File: src/verilog/slric_pkg.sv
// Constants shared by the link receive control and error interrupt block
package slric_pkg;
	localparam int NUM_LANES = 4;
	localparam int IDX_W = 12;
	// Register indices; byte address is four times the index
	localparam logic [IDX_W-1:0] IDX_FRAME_OCTET_COUNT = 12'h476;
	localparam logic [IDX_W-1:0] IDX_LINK_TEST_CONTROL = 12'h477;
	localparam logic [IDX_W-1:0] IDX_ALIGN_MF_COUNT = 12'h478;
	localparam logic [IDX_W-1:0] IDX_ERROR_SUMMARY = 12'h47a;
	localparam logic [IDX_W-1:0] IDX_ERROR_COUNT_LIMIT = 12'h47c;
	localparam logic [IDX_W-1:0] IDX_ERROR_FLAG_CLEAR = 12'h47d;
	// Reset values
	localparam logic [7:0] RST_FRAME_OCTET_COUNT = 8'h01;
	localparam logic [7:0] RST_ALIGN_MF_COUNT = 8'h01;
	localparam logic [7:0] RST_ERROR_COUNT_LIMIT = 8'hff;
	localparam logic [7:0] RST_SUMMARY = 8'h00;
	// Legal octets-per-frame settings
	localparam logic [7:0] OCTETS_ONE = 8'h01;
	localparam logic [7:0] OCTETS_TWO = 8'h02;
	localparam logic [7:0] OCTETS_FOUR = 8'h04;
	// Link test control fields
	localparam int BIT_ALIGN_TEST_MODE = 7;
	localparam int BIT_THRESHOLD_GATE = 3;
	// Summary flag and mask bit positions
	localparam int BIT_DISPARITY = 7;
	localparam int BIT_INVALID_SYMBOL = 6;
	localparam int BIT_STRAY_CONTROL = 5;
	localparam int BIT_SUMMARY_RSVD = 4;
	localparam int BIT_LANE_ALIGN = 3;
	localparam int BIT_CHECKSUM = 2;
	localparam int BIT_FRAME_LOCK = 1;
	localparam int BIT_SYMBOL_LOCK = 0;
	localparam logic [7:0] SUMMARY_USED = 8'hef;
	// Error counter saturation value
	localparam logic [7:0] COUNT_MAX = 8'hff;
	// AHB-Lite encodings
	localparam logic [1:0] HTRANS_NONSEQ = 2'h2;
	localparam logic [2:0] HSIZE_WORD = 3'h2;
	typedef enum logic [2:0] {
		SLRIC_IDLE = 3'b001,
		SLRIC_RD_WAIT = 3'b010,
		SLRIC_RD_DONE = 3'b100
	} slric_bus_state_t;
endpackage

File: src/verilog/slric_irq_control.sv
// Receive link control registers and error summary interrupt
//
// The AHB-Lite register port was chosen for this implementation.
`timescale 1ns/1ps
module slric_irq_control (
	// Clock and reset
	input wire logic sys_clk,
	input wire logic rst_b,
	// AHB-Lite register bus
	input wire logic hsel,
	input wire logic [31:0] haddr,
	input wire logic [1:0] htrans,
	input wire logic hwrite,
	input wire logic [2:0] hsize,
	input wire logic [31:0] hwdata,
	input wire logic hready,
	output logic hreadyout,
	output logic hresp,
	output logic [31:0] hrdata,
	// Per-lane error events from the deframer, one-cycle pulses
	input wire logic [slric_pkg::NUM_LANES-1:0] disparityErr,
	input wire logic [slric_pkg::NUM_LANES-1:0] invalidSymbolErr,
	input wire logic [slric_pkg::NUM_LANES-1:0] strayControlErr,
	// Per-lane failure conditions from the deframer, high while failed
	input wire logic [slric_pkg::NUM_LANES-1:0] laneAlignmentFail,
	input wire logic [slric_pkg::NUM_LANES-1:0] configChecksumFail,
	input wire logic [slric_pkg::NUM_LANES-1:0] frameLockFail,
	input wire logic [slric_pkg::NUM_LANES-1:0] symbolLockFail,
	// Link configuration to the deframer
	output logic [7:0] octetsPerFrame,
	output logic alignmentTestMode,
	output logic thresholdGateEn,
	output logic [7:0] alignmentMultiframeQuarter,
	output logic [7:0] errorCountLimit,
	// Interrupt
	output logic irq_b
);
	import slric_pkg::*;

	// Bus front end to register file
	logic wrStrobe;
	logic [IDX_W-1:0] accIndex;
	logic [7:0] wrData;
	logic [7:0] rdValue;
	// Summary state and counter status
	logic [7:0] summaryMask;
	logic [7:0] summaryFlags;
	logic [7:0] syncFlags;
	logic [7:0] flagClear;
	logic [NUM_LANES-1:0] disparityReached;
	logic [NUM_LANES-1:0] invalidReached;
	logic [NUM_LANES-1:0] strayReached;

	// Next values
	logic [7:0] next_octetsPerFrame;
	logic next_alignmentTestMode;
	logic next_thresholdGateEn;
	logic [7:0] next_alignmentMultiframeQuarter;
	logic [7:0] next_errorCountLimit;
	logic [7:0] next_summaryMask;
	logic [7:0] next_syncFlags;
	logic next_irq_b;

	// Any-lane reductions and the masked interrupt causes
	logic anyDisparity;
	logic anyInvalid;
	logic anyStray;
	logic anyLaneAlign;
	logic anyChecksum;
	logic anyFrameLock;
	logic anySymbolLock;
	logic [7:0] maskedCause;

	function automatic logic writeHit(input logic strobe, input logic [IDX_W-1:0] idx,
		input logic [IDX_W-1:0] target);
		writeHit = strobe && idx == target;
	endfunction

	function automatic logic legalOctets(input logic [7:0] value);
		legalOctets = value == OCTETS_ONE || value == OCTETS_TWO || value == OCTETS_FOUR;
	endfunction

	slric_ahb_slave u_bus (
		.sys_clk(sys_clk),
		.rst_b(rst_b),
		.hsel(hsel),
		.haddr(haddr),
		.htrans(htrans),
		.hwrite(hwrite),
		.hsize(hsize),
		.hwdata(hwdata),
		.hready(hready),
		.hreadyout(hreadyout),
		.hresp(hresp),
		.hrdata(hrdata),
		.wrStrobe(wrStrobe),
		.accIndex(accIndex),
		.wrData(wrData),
		.rdValue(rdValue)
	);

	// Write-one-to-clear strobes; reserved bit 4 has nothing behind it
	// Bits 7..5 also zero the counters behind them
	always_comb begin
		flagClear = 8'h00;
		if (writeHit(wrStrobe, accIndex, IDX_ERROR_FLAG_CLEAR)) begin
			flagClear = wrData & SUMMARY_USED;
		end
	end

	// Three counters per lane, one per error kind
	genvar lane;
	generate
		for (lane = 0; lane < NUM_LANES; lane++) begin : g_lane
			slric_err_counter u_disparity (
				.sys_clk(sys_clk),
				.rst_b(rst_b),
				.errPulse(disparityErr[lane]),
				.clear(flagClear[BIT_DISPARITY]),
				.limit(errorCountLimit),
				.reached(disparityReached[lane])
			);
			slric_err_counter u_invalid (
				.sys_clk(sys_clk),
				.rst_b(rst_b),
				.errPulse(invalidSymbolErr[lane]),
				.clear(flagClear[BIT_INVALID_SYMBOL]),
				.limit(errorCountLimit),
				.reached(invalidReached[lane])
			);
			slric_err_counter u_stray (
				.sys_clk(sys_clk),
				.rst_b(rst_b),
				.errPulse(strayControlErr[lane]),
				.clear(flagClear[BIT_STRAY_CONTROL]),
				.limit(errorCountLimit),
				.reached(strayReached[lane])
			);
		end
	endgenerate

	// Per-lane detail stays in the counters; only the OR reaches software
	assign anyDisparity = |disparityReached;
	assign anyInvalid = |invalidReached;
	assign anyStray = |strayReached;
	assign anyLaneAlign = |laneAlignmentFail;
	assign anyChecksum = |configChecksumFail;
	assign anyFrameLock = |frameLockFail;
	assign anySymbolLock = |symbolLockFail;

	// Summary vector; bit 4 stays zero
	always_comb begin
		summaryFlags = syncFlags;
		summaryFlags[BIT_DISPARITY] = anyDisparity;
		summaryFlags[BIT_INVALID_SYMBOL] = anyInvalid;
		summaryFlags[BIT_STRAY_CONTROL] = anyStray;
		summaryFlags[BIT_SUMMARY_RSVD] = 1'b0;
	end

	// Sticky link failure flags; a failure in the clearing cycle wins
	always_comb begin
		next_syncFlags = syncFlags & ~flagClear;
		if (anyLaneAlign) begin
			next_syncFlags[BIT_LANE_ALIGN] = 1'b1;
		end
		if (anyChecksum) begin
			next_syncFlags[BIT_CHECKSUM] = 1'b1;
		end
		if (anyFrameLock) begin
			next_syncFlags[BIT_FRAME_LOCK] = 1'b1;
		end
		if (anySymbolLock) begin
			next_syncFlags[BIT_SYMBOL_LOCK] = 1'b1;
		end
		// Bits 7..5 live in the counters, bit 4 is reserved
		next_syncFlags = next_syncFlags & 8'h0f;
	end

	// Configuration registers
	always_comb begin
		next_octetsPerFrame = octetsPerFrame;
		next_alignmentTestMode = alignmentTestMode;
		next_thresholdGateEn = thresholdGateEn;
		next_alignmentMultiframeQuarter = alignmentMultiframeQuarter;
		next_errorCountLimit = errorCountLimit;
		// Illegal frame sizes are dropped so the deframer never sees one
		if (writeHit(wrStrobe, accIndex, IDX_FRAME_OCTET_COUNT) && legalOctets(wrData)) begin
			next_octetsPerFrame = wrData;
		end
		if (writeHit(wrStrobe, accIndex, IDX_LINK_TEST_CONTROL)) begin
			next_alignmentTestMode = wrData[BIT_ALIGN_TEST_MODE];
			next_thresholdGateEn = wrData[BIT_THRESHOLD_GATE];
		end
		// Zero would mean an empty alignment sequence
		if (writeHit(wrStrobe, accIndex, IDX_ALIGN_MF_COUNT) && wrData != 8'h00) begin
			next_alignmentMultiframeQuarter = wrData;
		end
		if (writeHit(wrStrobe, accIndex, IDX_ERROR_COUNT_LIMIT)) begin
			next_errorCountLimit = wrData;
		end
	end

	// Mask write; the mask is write-only and never read back
	always_comb begin
		next_summaryMask = summaryMask;
		if (writeHit(wrStrobe, accIndex, IDX_ERROR_SUMMARY)) begin
			next_summaryMask = wrData & SUMMARY_USED;
		end
	end

	// Read mux; the summary address returns flags, never the mask
	always_comb begin
		case (accIndex)
			IDX_FRAME_OCTET_COUNT: rdValue = octetsPerFrame;
			IDX_LINK_TEST_CONTROL: begin
				rdValue = 8'h00;
				rdValue[BIT_ALIGN_TEST_MODE] = alignmentTestMode;
				rdValue[BIT_THRESHOLD_GATE] = thresholdGateEn;
			end
			IDX_ALIGN_MF_COUNT: rdValue = alignmentMultiframeQuarter;
			IDX_ERROR_SUMMARY: rdValue = summaryFlags;
			IDX_ERROR_COUNT_LIMIT: rdValue = errorCountLimit;
			default: rdValue = 8'h00;
		endcase
	end

	// One gate per summary bit except reserved bit 4; registered so a mask write cannot glitch the pin
	always_comb begin
		maskedCause = 8'h00;
		maskedCause[BIT_DISPARITY] = summaryFlags[BIT_DISPARITY] &
			summaryMask[BIT_DISPARITY];
		maskedCause[BIT_INVALID_SYMBOL] = summaryFlags[BIT_INVALID_SYMBOL] &
			summaryMask[BIT_INVALID_SYMBOL];
		maskedCause[BIT_STRAY_CONTROL] = summaryFlags[BIT_STRAY_CONTROL] &
			summaryMask[BIT_STRAY_CONTROL];
		maskedCause[BIT_LANE_ALIGN] = summaryFlags[BIT_LANE_ALIGN] &
			summaryMask[BIT_LANE_ALIGN];
		maskedCause[BIT_CHECKSUM] = summaryFlags[BIT_CHECKSUM] &
			summaryMask[BIT_CHECKSUM];
		maskedCause[BIT_FRAME_LOCK] = summaryFlags[BIT_FRAME_LOCK] &
			summaryMask[BIT_FRAME_LOCK];
		maskedCause[BIT_SYMBOL_LOCK] = summaryFlags[BIT_SYMBOL_LOCK] &
			summaryMask[BIT_SYMBOL_LOCK];
		next_irq_b = ~|maskedCause;
	end

	// Link configuration registers
	always_ff @(posedge sys_clk or negedge rst_b) begin
		if (!rst_b) begin
			octetsPerFrame <= RST_FRAME_OCTET_COUNT;
			alignmentTestMode <= 1'b0;
			thresholdGateEn <= 1'b0;
			alignmentMultiframeQuarter <= RST_ALIGN_MF_COUNT;
			errorCountLimit <= RST_ERROR_COUNT_LIMIT;
		end else begin
			octetsPerFrame <= next_octetsPerFrame;
			alignmentTestMode <= next_alignmentTestMode;
			thresholdGateEn <= next_thresholdGateEn;
			alignmentMultiframeQuarter <= next_alignmentMultiframeQuarter;
			errorCountLimit <= next_errorCountLimit;
		end
	end

	// Mask and sticky link failures
	always_ff @(posedge sys_clk or negedge rst_b) begin
		if (!rst_b) begin
			summaryMask <= RST_SUMMARY;
			syncFlags <= RST_SUMMARY;
		end else begin
			summaryMask <= next_summaryMask;
			syncFlags <= next_syncFlags;
		end
	end

	// Interrupt pin, idle high
	always_ff @(posedge sys_clk or negedge rst_b) begin
		if (!rst_b) begin
			irq_b <= 1'b1;
		end else begin
			irq_b <= next_irq_b;
		end
	end
endmodule // slric_irq_control

File: src/verilog/slric_err_counter.sv
// Per-lane error counter with sticky threshold-reached flag
`timescale 1ns/1ps
module slric_err_counter (
	// Clock and reset
	input wire logic sys_clk,
	input wire logic rst_b,
	// Error events and control
	input wire logic errPulse,
	input wire logic clear,
	input wire logic [7:0] limit,
	// Status
	output logic reached
);
	import slric_pkg::*;

	logic [7:0] count;
	logic [7:0] next_count;
	logic next_reached;

	always_comb begin
		next_count = clear ? 8'h00 : count;
		// Saturate so a long error burst never wraps below the limit
		if (errPulse && next_count != COUNT_MAX) begin
			next_count = next_count + 8'h01;
		end
		// A zero limit would fire with no errors, so one error is required
		next_reached = (reached && !clear) || (next_count != 8'h00 && next_count >= limit);
	end

	always_ff @(posedge sys_clk or negedge rst_b) begin
		if (!rst_b) begin
			count <= 8'h00;
			reached <= 1'b0;
		end else begin
			count <= next_count;
			reached <= next_reached;
		end
	end
endmodule // slric_err_counter

File: src/verilog/slric_ahb_slave.sv
// AHB-Lite slave front end: address capture, read wait state, write strobe
`timescale 1ns/1ps
module slric_ahb_slave (
	// Clock and reset
	input wire logic sys_clk,
	input wire logic rst_b,
	// AHB-Lite
	input wire logic hsel,
	input wire logic [31:0] haddr,
	input wire logic [1:0] htrans,
	input wire logic hwrite,
	input wire logic [2:0] hsize,
	input wire logic [31:0] hwdata,
	input wire logic hready,
	output logic hreadyout,
	output logic hresp,
	output logic [31:0] hrdata,
	// Register side
	output logic wrStrobe,
	output logic [slric_pkg::IDX_W-1:0] accIndex,
	output logic [7:0] wrData,
	input wire logic [7:0] rdValue
);
	import slric_pkg::*;

	slric_bus_state_t state;
	slric_bus_state_t next_state;
	logic pendWrite;
	logic next_pendWrite;
	logic [IDX_W-1:0] next_accIndex;
	logic [31:0] next_hrdata;
	logic take;
	logic legal;

	assign take = hsel && hready && htrans == HTRANS_NONSEQ;
	// Anything off the word grid or above the map is unmapped
	assign legal = haddr[31:14] == 18'h0 && haddr[1:0] == 2'h0 && hsize == HSIZE_WORD;
	assign hresp = 1'b0;
	assign hreadyout = state != SLRIC_RD_WAIT;
	assign wrStrobe = pendWrite;
	assign wrData = hwdata[7:0];

	always_comb begin
		next_state = SLRIC_IDLE;
		next_pendWrite = 1'b0;
		next_accIndex = accIndex;
		next_hrdata = hrdata;
		case (state)
			SLRIC_RD_WAIT: begin
				// Read sampled one cycle late so a preceding write is visible
				next_hrdata = {24'h0, rdValue};
				next_state = SLRIC_RD_DONE;
			end
			SLRIC_IDLE, SLRIC_RD_DONE: begin
				if (take) begin
					next_accIndex = legal ? haddr[13:2] : '0;
					next_pendWrite = hwrite && legal;
					next_state = hwrite ? SLRIC_IDLE : SLRIC_RD_WAIT;
				end
			end
			default: next_state = SLRIC_IDLE;
		endcase
	end

	always_ff @(posedge sys_clk or negedge rst_b) begin
		if (!rst_b) begin
			state <= SLRIC_IDLE;
			pendWrite <= 1'b0;
			accIndex <= '0;
			hrdata <= 32'h0;
		end else begin
			state <= next_state;
			pendWrite <= next_pendWrite;
			accIndex <= next_accIndex;
			hrdata <= next_hrdata;
		end
	end
endmodule // slric_ahb_slave

File: config.mk
export PLATFORM = sky130hd
export DESIGN_NAME = slric_irq_control
export DESIGN_NICKNAME = d
export VERILOG_FILES = /design/src/verilog/slric_pkg.sv /design/src/verilog/slric_irq_control.sv /design/src/verilog/slric_err_counter.sv /design/src/verilog/slric_ahb_slave.sv
export SDC_FILE = /design/constraint.sdc
export NUM_CORES = 1
export LEC_CHECK = 0
export BUFFER_PORTS_ARGS = -buffer_cell sky130_fd_sc_hd__buf_4
export CAP_MARGIN = 40
export CORE_ASPECT_RATIO = 0.5
export CORE_MARGIN = 5
export CORE_UTILIZATION = 23
export CTS_CLUSTER_DIAMETER = 40
export DETAILED_ROUTE_END_ITERATION = 10
export PLACE_DENSITY = 0.5
export SETUP_SLACK_MARGIN = 0.15
export SLEW_MARGIN = 20
export SYNTH_ARGS = -nofsm -noshare
export SYNTH_HDL_FRONTEND = slang
export SYNTH_SLANG_ARGS = --single-unit
export TNS_END_PERCENT = 5
File: constraint.sdc
create_clock -name sys_clk -period 4 [get_ports sys_clk]
set_input_delay 0.6 -clock sys_clk [delete_from_list [all_inputs] [get_ports sys_clk]]
set_output_delay 0.6 -clock sys_clk [all_outputs]
set_load 0.01 [all_outputs]
Word level (Yosys, flattened, before mapping)
Index checks and enable logic that the tools add are counted.
{"block": "word_totals", "elab_cells": 224, "output_inout_bits": 61, "in_bits": 102, "ff_bits": 170}
{"block": "classes", "reduce_logical": 92, "order_cmp": 12, "n_eq_ne": 27, "bitwise": 9, "n_addsub": 12, "muxes": 36}
{"operator": "8-bit two-way mux", "n": 25}
{"operator": "8-bit nonzero test", "n": 13}
{"operator": "8-bit by 1-bit adder with 8-bit output, second input constant", "n": 12}
{"operator": "8-bit >= comparator", "n": 12}
{"operator": "8-bit inequality test, second input constant", "n": 12}
{"operator": "12-bit by 11-bit equality test with 1-bit output, second input constant", "n": 6}
{"operator": "1-bit logical AND", "n": 49}
{"operator": "8-bit one-hot mux with 5 select lines", "n": 1}
{"operator": "4-bit OR reduction", "n": 7}
{"operator": "18-bit logical NOT", "n": 1}
{"operator": "1-bit logical OR", "n": 14}
{"operator": "12-bit two-way mux", "n": 1}
{"operator": "8-bit by 1-bit equality test with 1-bit output, second input constant", "n": 1}
{"operator": "8-bit by 2-bit equality test with 1-bit output, second input constant", "n": 1}
{"operator": "8-bit by 3-bit equality test with 1-bit output, second input constant", "n": 1}
{"operator": "1-bit bitwise AND", "n": 7}
{"operator": "7-bit OR reduction", "n": 1}
{"operator": "3-bit by 2-bit equality test with 1-bit output, second input constant", "n": 2}
{"operator": "1-bit two-way mux", "n": 6}
{"operator": "3-bit one-hot mux with 2 select lines", "n": 1}
{"operator": "4-bit bitwise AND", "n": 1}
{"operator": "1-bit logical NOT", "n": 4}
{"operator": "4-bit NOT", "n": 1}
{"operator": "3-bit by 1-bit equality test with 1-bit output, second input constant", "n": 1}
{"operator": "8 further kinds", "n": 8}

Depth between registers and ports, before layout
{"block": "logic_depth", "depth_word": 10, "ltp_mapped": 20, "ltp_nobuf": 18}

Hierarchy
A second synthesis with hierarchy kept.
{"block": "unflattened", "hier_cells": 1333, "area_unflattened_um2": 12492.0}
{"mod": "slric_err_counter at g_lane[0].u_disparity ...", "area_per_inst_um2": 767.0, "seq_area_each_um2": 225.2, "cells_per_inst": 86, "instances": 11}
{"mod": "slric_irq_control", "area_per_inst_um2": 2028.2, "seq_area_each_um2": 964.7, "cells_per_inst": 175, "instances": 1}
{"mod": "slric_ahb_slave", "area_per_inst_um2": 1278.7, "seq_area_each_um2": 601.8, "cells_per_inst": 124, "instances": 1}
{"mod": "slric_err_counter at g_lane[1].u_stray", "area_per_inst_um2": 748.2, "seq_area_each_um2": 225.2, "cells_per_inst": 88, "instances": 1}

Worst setup path after synthesis
No wires, ideal clock.
{"block": "synth_timing", "path_kind": "flip-flop to flip-flop", "start": "reg u_bus.accIndex[11] (netlist bit)", "end": "reg g_lane[2].u_stray.reached", "t_required_ns": 3.871, "path_buffers": 3, "arrival_time_ns": 4.304, "path_stages_with_launch": 19, "setup_time_ns": 0.129, "period_less_slack_ns": 4.434, "path_slack_ns": -0.434, "path_cell_list": "dfrtp_1 or4b_4 buf_6 or4_4 buf_6 clkbuf_1 and2_1 ha_1 nand3_1 or3_1 o21a_1 mux2_2 ha_1 a21o_1 a21oi_1 o21ai_0 a31o_2 a221o_1 o41a_1"}
{"block": "synth_between", "elab_chain_cells": 10, "elab_cells_between_ends": 14, "cone_classes": "1 x add/sub; 1 x order compare; 2 x eq/ne; 3 x mux; 7 x reduce/logical"}
{"item": "start: declaration", "line": "slric_ahb_slave.sv:20", "source": "output logic [slric_pkg::IDX_W-1:0] accIndex,"}
{"item": "start signal: assignment", "line": "slric_ahb_slave.sv:74", "source": "accIndex <= next_accIndex;"}
{"item": "12-bit by 11-bit equality test with 1-bit output (*)", "line": "slric_irq_control.sv:76", "source": "writeHit = strobe && idx == target;"}
{"item": "1-bit logical AND (*)", "line": "slric_irq_control.sv:76"}
{"item": "8-bit two-way mux (*)", "line": "slric_irq_control.sv:106", "source": "if (writeHit(wrStrobe, accIndex, IDX_ERROR_FLAG_CLEAR)) begin"}
{"item": "8-bit two-way mux (*)", "line": "slric_err_counter.sv:21", "source": "next_count = clear ? 8'h00 : count;"}
{"item": "branches (longest 2 deep; another with 8-bit by 1-bit adder with 8-bit output)"}
{"item": "8-bit two-way mux (*)", "line": "slric_err_counter.sv:23", "source": "if (errPulse && next_count != COUNT_MAX) begin"}
{"item": "net g_lane[2].u_stray.next_count[1]", "line": "slric_err_counter.sv:17", "source": "logic [7:0] next_count;"}
{"item": "8-bit >= comparator / 8-bit nonzero test (equally long branches)", "line": "slric_err_counter.sv:27", "source": "next_reached = (reached && !clear) || (next_count != 8'h00 && next_count >= limit);"}
{"item": "1-bit logical AND (*)", "line": "slric_err_counter.sv:27"}
{"item": "1-bit logical OR (*)", "line": "slric_err_counter.sv:27"}
{"item": "net g_lane[2].u_stray.next_reached", "line": "slric_err_counter.sv:18", "source": "logic next_reached;"}
{"item": "end signal: assignment", "line": "slric_err_counter.sv:36", "source": "reached <= next_reached;"}
{"item": "end: declaration", "line": "slric_err_counter.sv:12", "source": "output logic reached"}
Mark *: on every way through the listed nets, which the timed path passes.
A chain may end at the register's enable or synchronous reset.

Worst setup path in the final report
{"block": "layout_timing", "start": "reg u_bus.accIndex[7] (netlist bit)", "end": "reg g_lane[1].u_stray.reached"}
{"block": "layout_between", "elab_chain_cells": 10, "elab_cells_between_ends": 14, "cone_classes": "1 x add/sub; 1 x order compare; 2 x eq/ne; 3 x mux; 7 x reduce/logical"}
{"item": "12-bit by 11-bit equality test with 1-bit output (*)", "line": "slric_irq_control.sv:76"}
{"item": "1-bit logical AND (*)", "line": "slric_irq_control.sv:76"}
{"item": "8-bit two-way mux (*)", "line": "slric_irq_control.sv:106"}
{"item": "branches (longest 6 deep; another with 8-bit by 1-bit adder with 8-bit output)"}
{"item": "1-bit logical OR (*)", "line": "slric_err_counter.sv:27"}
{"item": "net g_lane[1].u_stray.next_reached", "line": "slric_err_counter.sv:18"}
{"item": "end signal: assignment", "line": "slric_err_counter.sv:36"}
{"item": "end: declaration", "line": "slric_err_counter.sv:12"}
Marks and branches as above.

==> results.sh <==
export IMPL_worstReg2RegStart="u_bus.accIndex[7]"
export IMPL_area_sequential_um2=4269
export IMPL_cts_inserted_buffers=17
export IMPL_drt_iter0_drc=495
export IMPL_yosysTopAreaCell="dfrtp_1"
export IMPL_start_util_pct=23.24
export IMPL_dr_pass1_iters=5
export IMPL_synthXorXnorAreaFrac_pct=3.575
export IMPL_start_kind="register"
export IMPL_path_clk_slew_ns=0.07
export IMPL_clock_fmax_ghz=0.2497
export IMPL_antennaDiodeCount=0
export IMPL_grt_pass1_vias=9533
export IMPL_synth_top_area_share_pct=35.08
export IMPL_hp_class="in2async"
export IMPL_drive_gt1_share_pct=28.59
export IMPL_critPathMaxFanout=8
export IMPL_clk_path_buf_depth=2
export IMPL_seq_area_frac_synth_pct=37.88
export IMPL_antenna_found_initial=0
export IMPL_die_w_um=323.1
export IMPL_dp_slack_ns=-0.1946
export IMPL_fill_cells=5053
export IMPL_reg2reg_depth=18
export IMPL_ys_flop_type="dfrtp_1"
export IMPL_cts_root_buf="clkbuf_16"
export IMPL_syn_avg_cell_area_um2=9.455
export IMPL_synth_edff_count=0
export IMPL_critical_path_class="reg2reg"
export IMPL_max_vdd_ir_drop_mv=0.2493
export IMPL_grt_total_usage_pct=11.90
export IMPL_fin_crit_sh_pct=100.1
export IMPL_syn_inst=1192
export IMPL_period_needed_ns=4.005
export IMPL_holdWs_ns=0.1438
export IMPL_vias=9573
export IMPL_ctsHoldBuffers=0
export IMPL_dieArea_um2=53800
export IMPL_synthSimpleGateAreaFrac_pct=20.45
export IMPL_muxShareOfSynthArea_pct=5.750
export IMPL_p_per_area_nw_per_um2=515.5
export IMPL_fin_area_um2=14610
export IMPL_wl_per_cell_um=15.63
export IMPL_end_kind="register"
export IMPL_multi_input_area_um2=6913
export IMPL_status="finished with violations"
export IMPL_wirelength_mm=32.45
export IMPL_port_buffers=113
export IMPL_synth_top_family_by_area="simple AND/OR/NAND/NOR gates"
export IMPL_arrival_ns=4.31
export IMPL_hpwlAfterDp_mm=24.50
export IMPL_h_tree_depth=4
export IMPL_synth_seq_cells=170
export IMPL_worst_slack_ns=-0.004508
export IMPL_drc_errors=0
export IMPL_placed_cell_area_um2=13750
export IMPL_yosys_cell_count_top_type="dfrtp_1"
export IMPL_p_leak_nw=6.642
export IMPL_dp_cells=2041
export IMPL_tightest_slew_ns=0.7540
export IMPL_synth_compound_area_share_pct=15.77
export IMPL_detail_route_antenna_nets=0
export IMPL_boundaryPins=163
export IMPL_grt_max_degree=70
export IMPL_grt_pass1_wl_mm=51.98
export IMPL_core_um2=48500
export IMPL_met3_length_um=667
export IMPL_synth_area_um2=11270
export IMPL_required_ns=4.30
export IMPL_rows=57
export IMPL_synthArstFlopShare_pct=100.0
export IMPL_synth_warning_count=0
export IMPL_violations="negative setup slack"
export IMPL_synth_cell_types=81
export IMPL_place_gp_congestion=0.8164
export IMPL_rsz0062_at_grt="true"
export IMPL_wirelength_met1_mm=15.47
export IMPL_finalHoldViolations=0
export IMPL_die_h_um=166.5
export IMPL_clk_latency_ns=0.44
export IMPL_met2_length_mm=15.63
export IMPL_syn2layout_area_growth_pct=29.65
export IMPL_rrSetupSlack_ns=-0.005
export IMPL_max_cap_viol_count=0
export IMPL_rr_endpoint="g_lane[1].u_stray.reached"
export IMPL_routed_via_density=4.611
export IMPL_relSlewSlack_pct=49.68
export IMPL_fin_nets=1624
export IMPL_fin_cells=2076
export IMPL_skew_ns=0.01230
export IMPL_grt_overflow=0
export IMPL_cts_tree="done"
export IMPL_setup_violations=3
export IMPL_top_layer_used="met4"
export IMPL_cts_sinks=170
export IMPL_synthAdderAreaFrac_pct=11.99
export IMPL_synth_common_cells="158 x dfrtp_1, 108 x ha_1, 108 x nand2_1, 94 x nor2_1, 62 x a21oi_1"
export IMPL_drv_slew=0
export IMPL_yosys_top_cells_area="dfrtp_1 35%, ha_1 12%, mux2_2 3.8%"
[how the worst max path moves through the flow]
stage,start,to,slack (ns),depth (start not counted)
floorplan,u_bus.accIndex[8],g_lane[2].u_disparity.reached,-0.08,19
global placement,u_bus.accIndex[8],g_lane[0].u_invalid.reached,-0.17,18
detailed placement,u_bus.accIndex[8],g_lane[0].u_disparity.reached,-0.19,16
CTS,u_bus.accIndex[9],g_lane[1].u_stray.reached,-0.09,16
global route,u_bus.accIndex[7],g_lane[1].u_stray.reached,-0.21,18
finish,u_bus.accIndex[7],g_lane[1].u_stray.reached,-0.005,18
[worst max-delay path, stage by stage (launching register included)]
cell and delay [ns]:
dfrtp_1 0.38, nand4b_1 0.17, buf_4 0.17, buf_4 0.15, or4_4 0.62, and2_1 0.21
ha_1 0.23, nand4_1 0.15, buf_4 0.14, nand3_1 0.10, o221ai_1 0.12, ha_1 0.28
nand2b_1 0.14, a21o_1 0.19, a21oi_2 0.15, o21ai_0 0.12, a31o_2 0.27, a221oi_2 0.21
a21oi_1 0.06
[cells in the final DEF (no fill, tap or decap), types with 19 or more instances in the layout]
cell,Yosys,routed
nor2_1,94,93
dfrtp_1,158,158
mux2i_1,22,21
nand4_1,23,23
xor2_1,26,24
a21o_1,23,23
ha_1,108,101
inv_1,38,38
mux2_2,38,36
a21oi_1,62,52
buf_4,25,230
nand3_1,51,42
nor3_1,29,28
nand2_1,108,107
nand2b_1,24,23
and2_1,27,19
conb_1,1,25
o21ai_0,48,38
[metal layers]
layer	vias to the layer above	global-route usage (%)
met2	127	20.31
li1	4790	-
met4	0	3.507
met3	34	1.310
met1	4622	15.97
met5	-	0
[cell families (layout without fill, tap and decap cells)]
family	after synthesis	after routing
simple gates	446	446
buf+inv	102	313
flops	170	170
xor+xnor	46	46
other cells	1	25
mux	60	60
compound gates	259	259
fa+ha+maj	108	108
[power breakdown]
group	internal [mW]	leakage, nW	switching [mW]
Sequential	2.16	2.09	0.521
Combinational	1.61	4.28	1.56
Clock	0.927	0.279	0.749
Total	4.70	6.64	2.83
[registers in the layout (all words and copies together) (netlist names)]
name / cells
alignmentMultiframeQuarter: 8
alignmentTestMode: 1
errorCountLimit: 8
g_lane.u_disparity.count: 32
g_lane.u_disparity.reached: 4
g_lane.u_invalid.count: 32
g_lane.u_invalid.reached: 4
g_lane.u_stray.count: 32
g_lane.u_stray.reached: 4
irq_b: 1
octetsPerFrame: 8
summaryMask: 7
syncFlags: 4
thresholdGateEn: 1
u_bus.accIndex: 12
u_bus.hrdata: 8
u_bus.state: 3
u_bus.wrStrobe: 1
[repair_timing]
| action | CTS | global route |
|---|---|---|
| gates resized for setup | 30 | 31 |
| pin swaps | 20 | 16 |
| hold endpoints to repair | 0 | 0 |
| setup endpoints to repair | 12 | 12 |
| setup buffers | 2 | 1 |
[metrics by stage]
| stage | utilization (%) | power, mW | TNS (ns) |
|---|---|---|---|
| 2_1_floorplan | - | 4.704 | -0.3960 |
| 3_3_place_gp | 28.20 | 5.647 | -0.9430 |
| 3_5_place_dp | 28.36 | 5.691 | -1.070 |
| 4_1_cts | 29.86 | 7.485 | -0.3941 |
| 5_1_grt | 30.13 | 8.215 | -1.468 |
| 6_report | 30.13 | 7.533 | -0.009029 |
[final cells by class]
class	instances	share of cell area, %
Sequential cell	170	29.21
Inverter	40	1.027
Timing Repair Buffer	241	12.95
Multi-Input combinational cell	944	47.31
Tap cell	649	5.557
Clock inverter	13	0.9761
Clock buffer	19	2.963
Note: power is estimated with default switching activity, not from simulation.
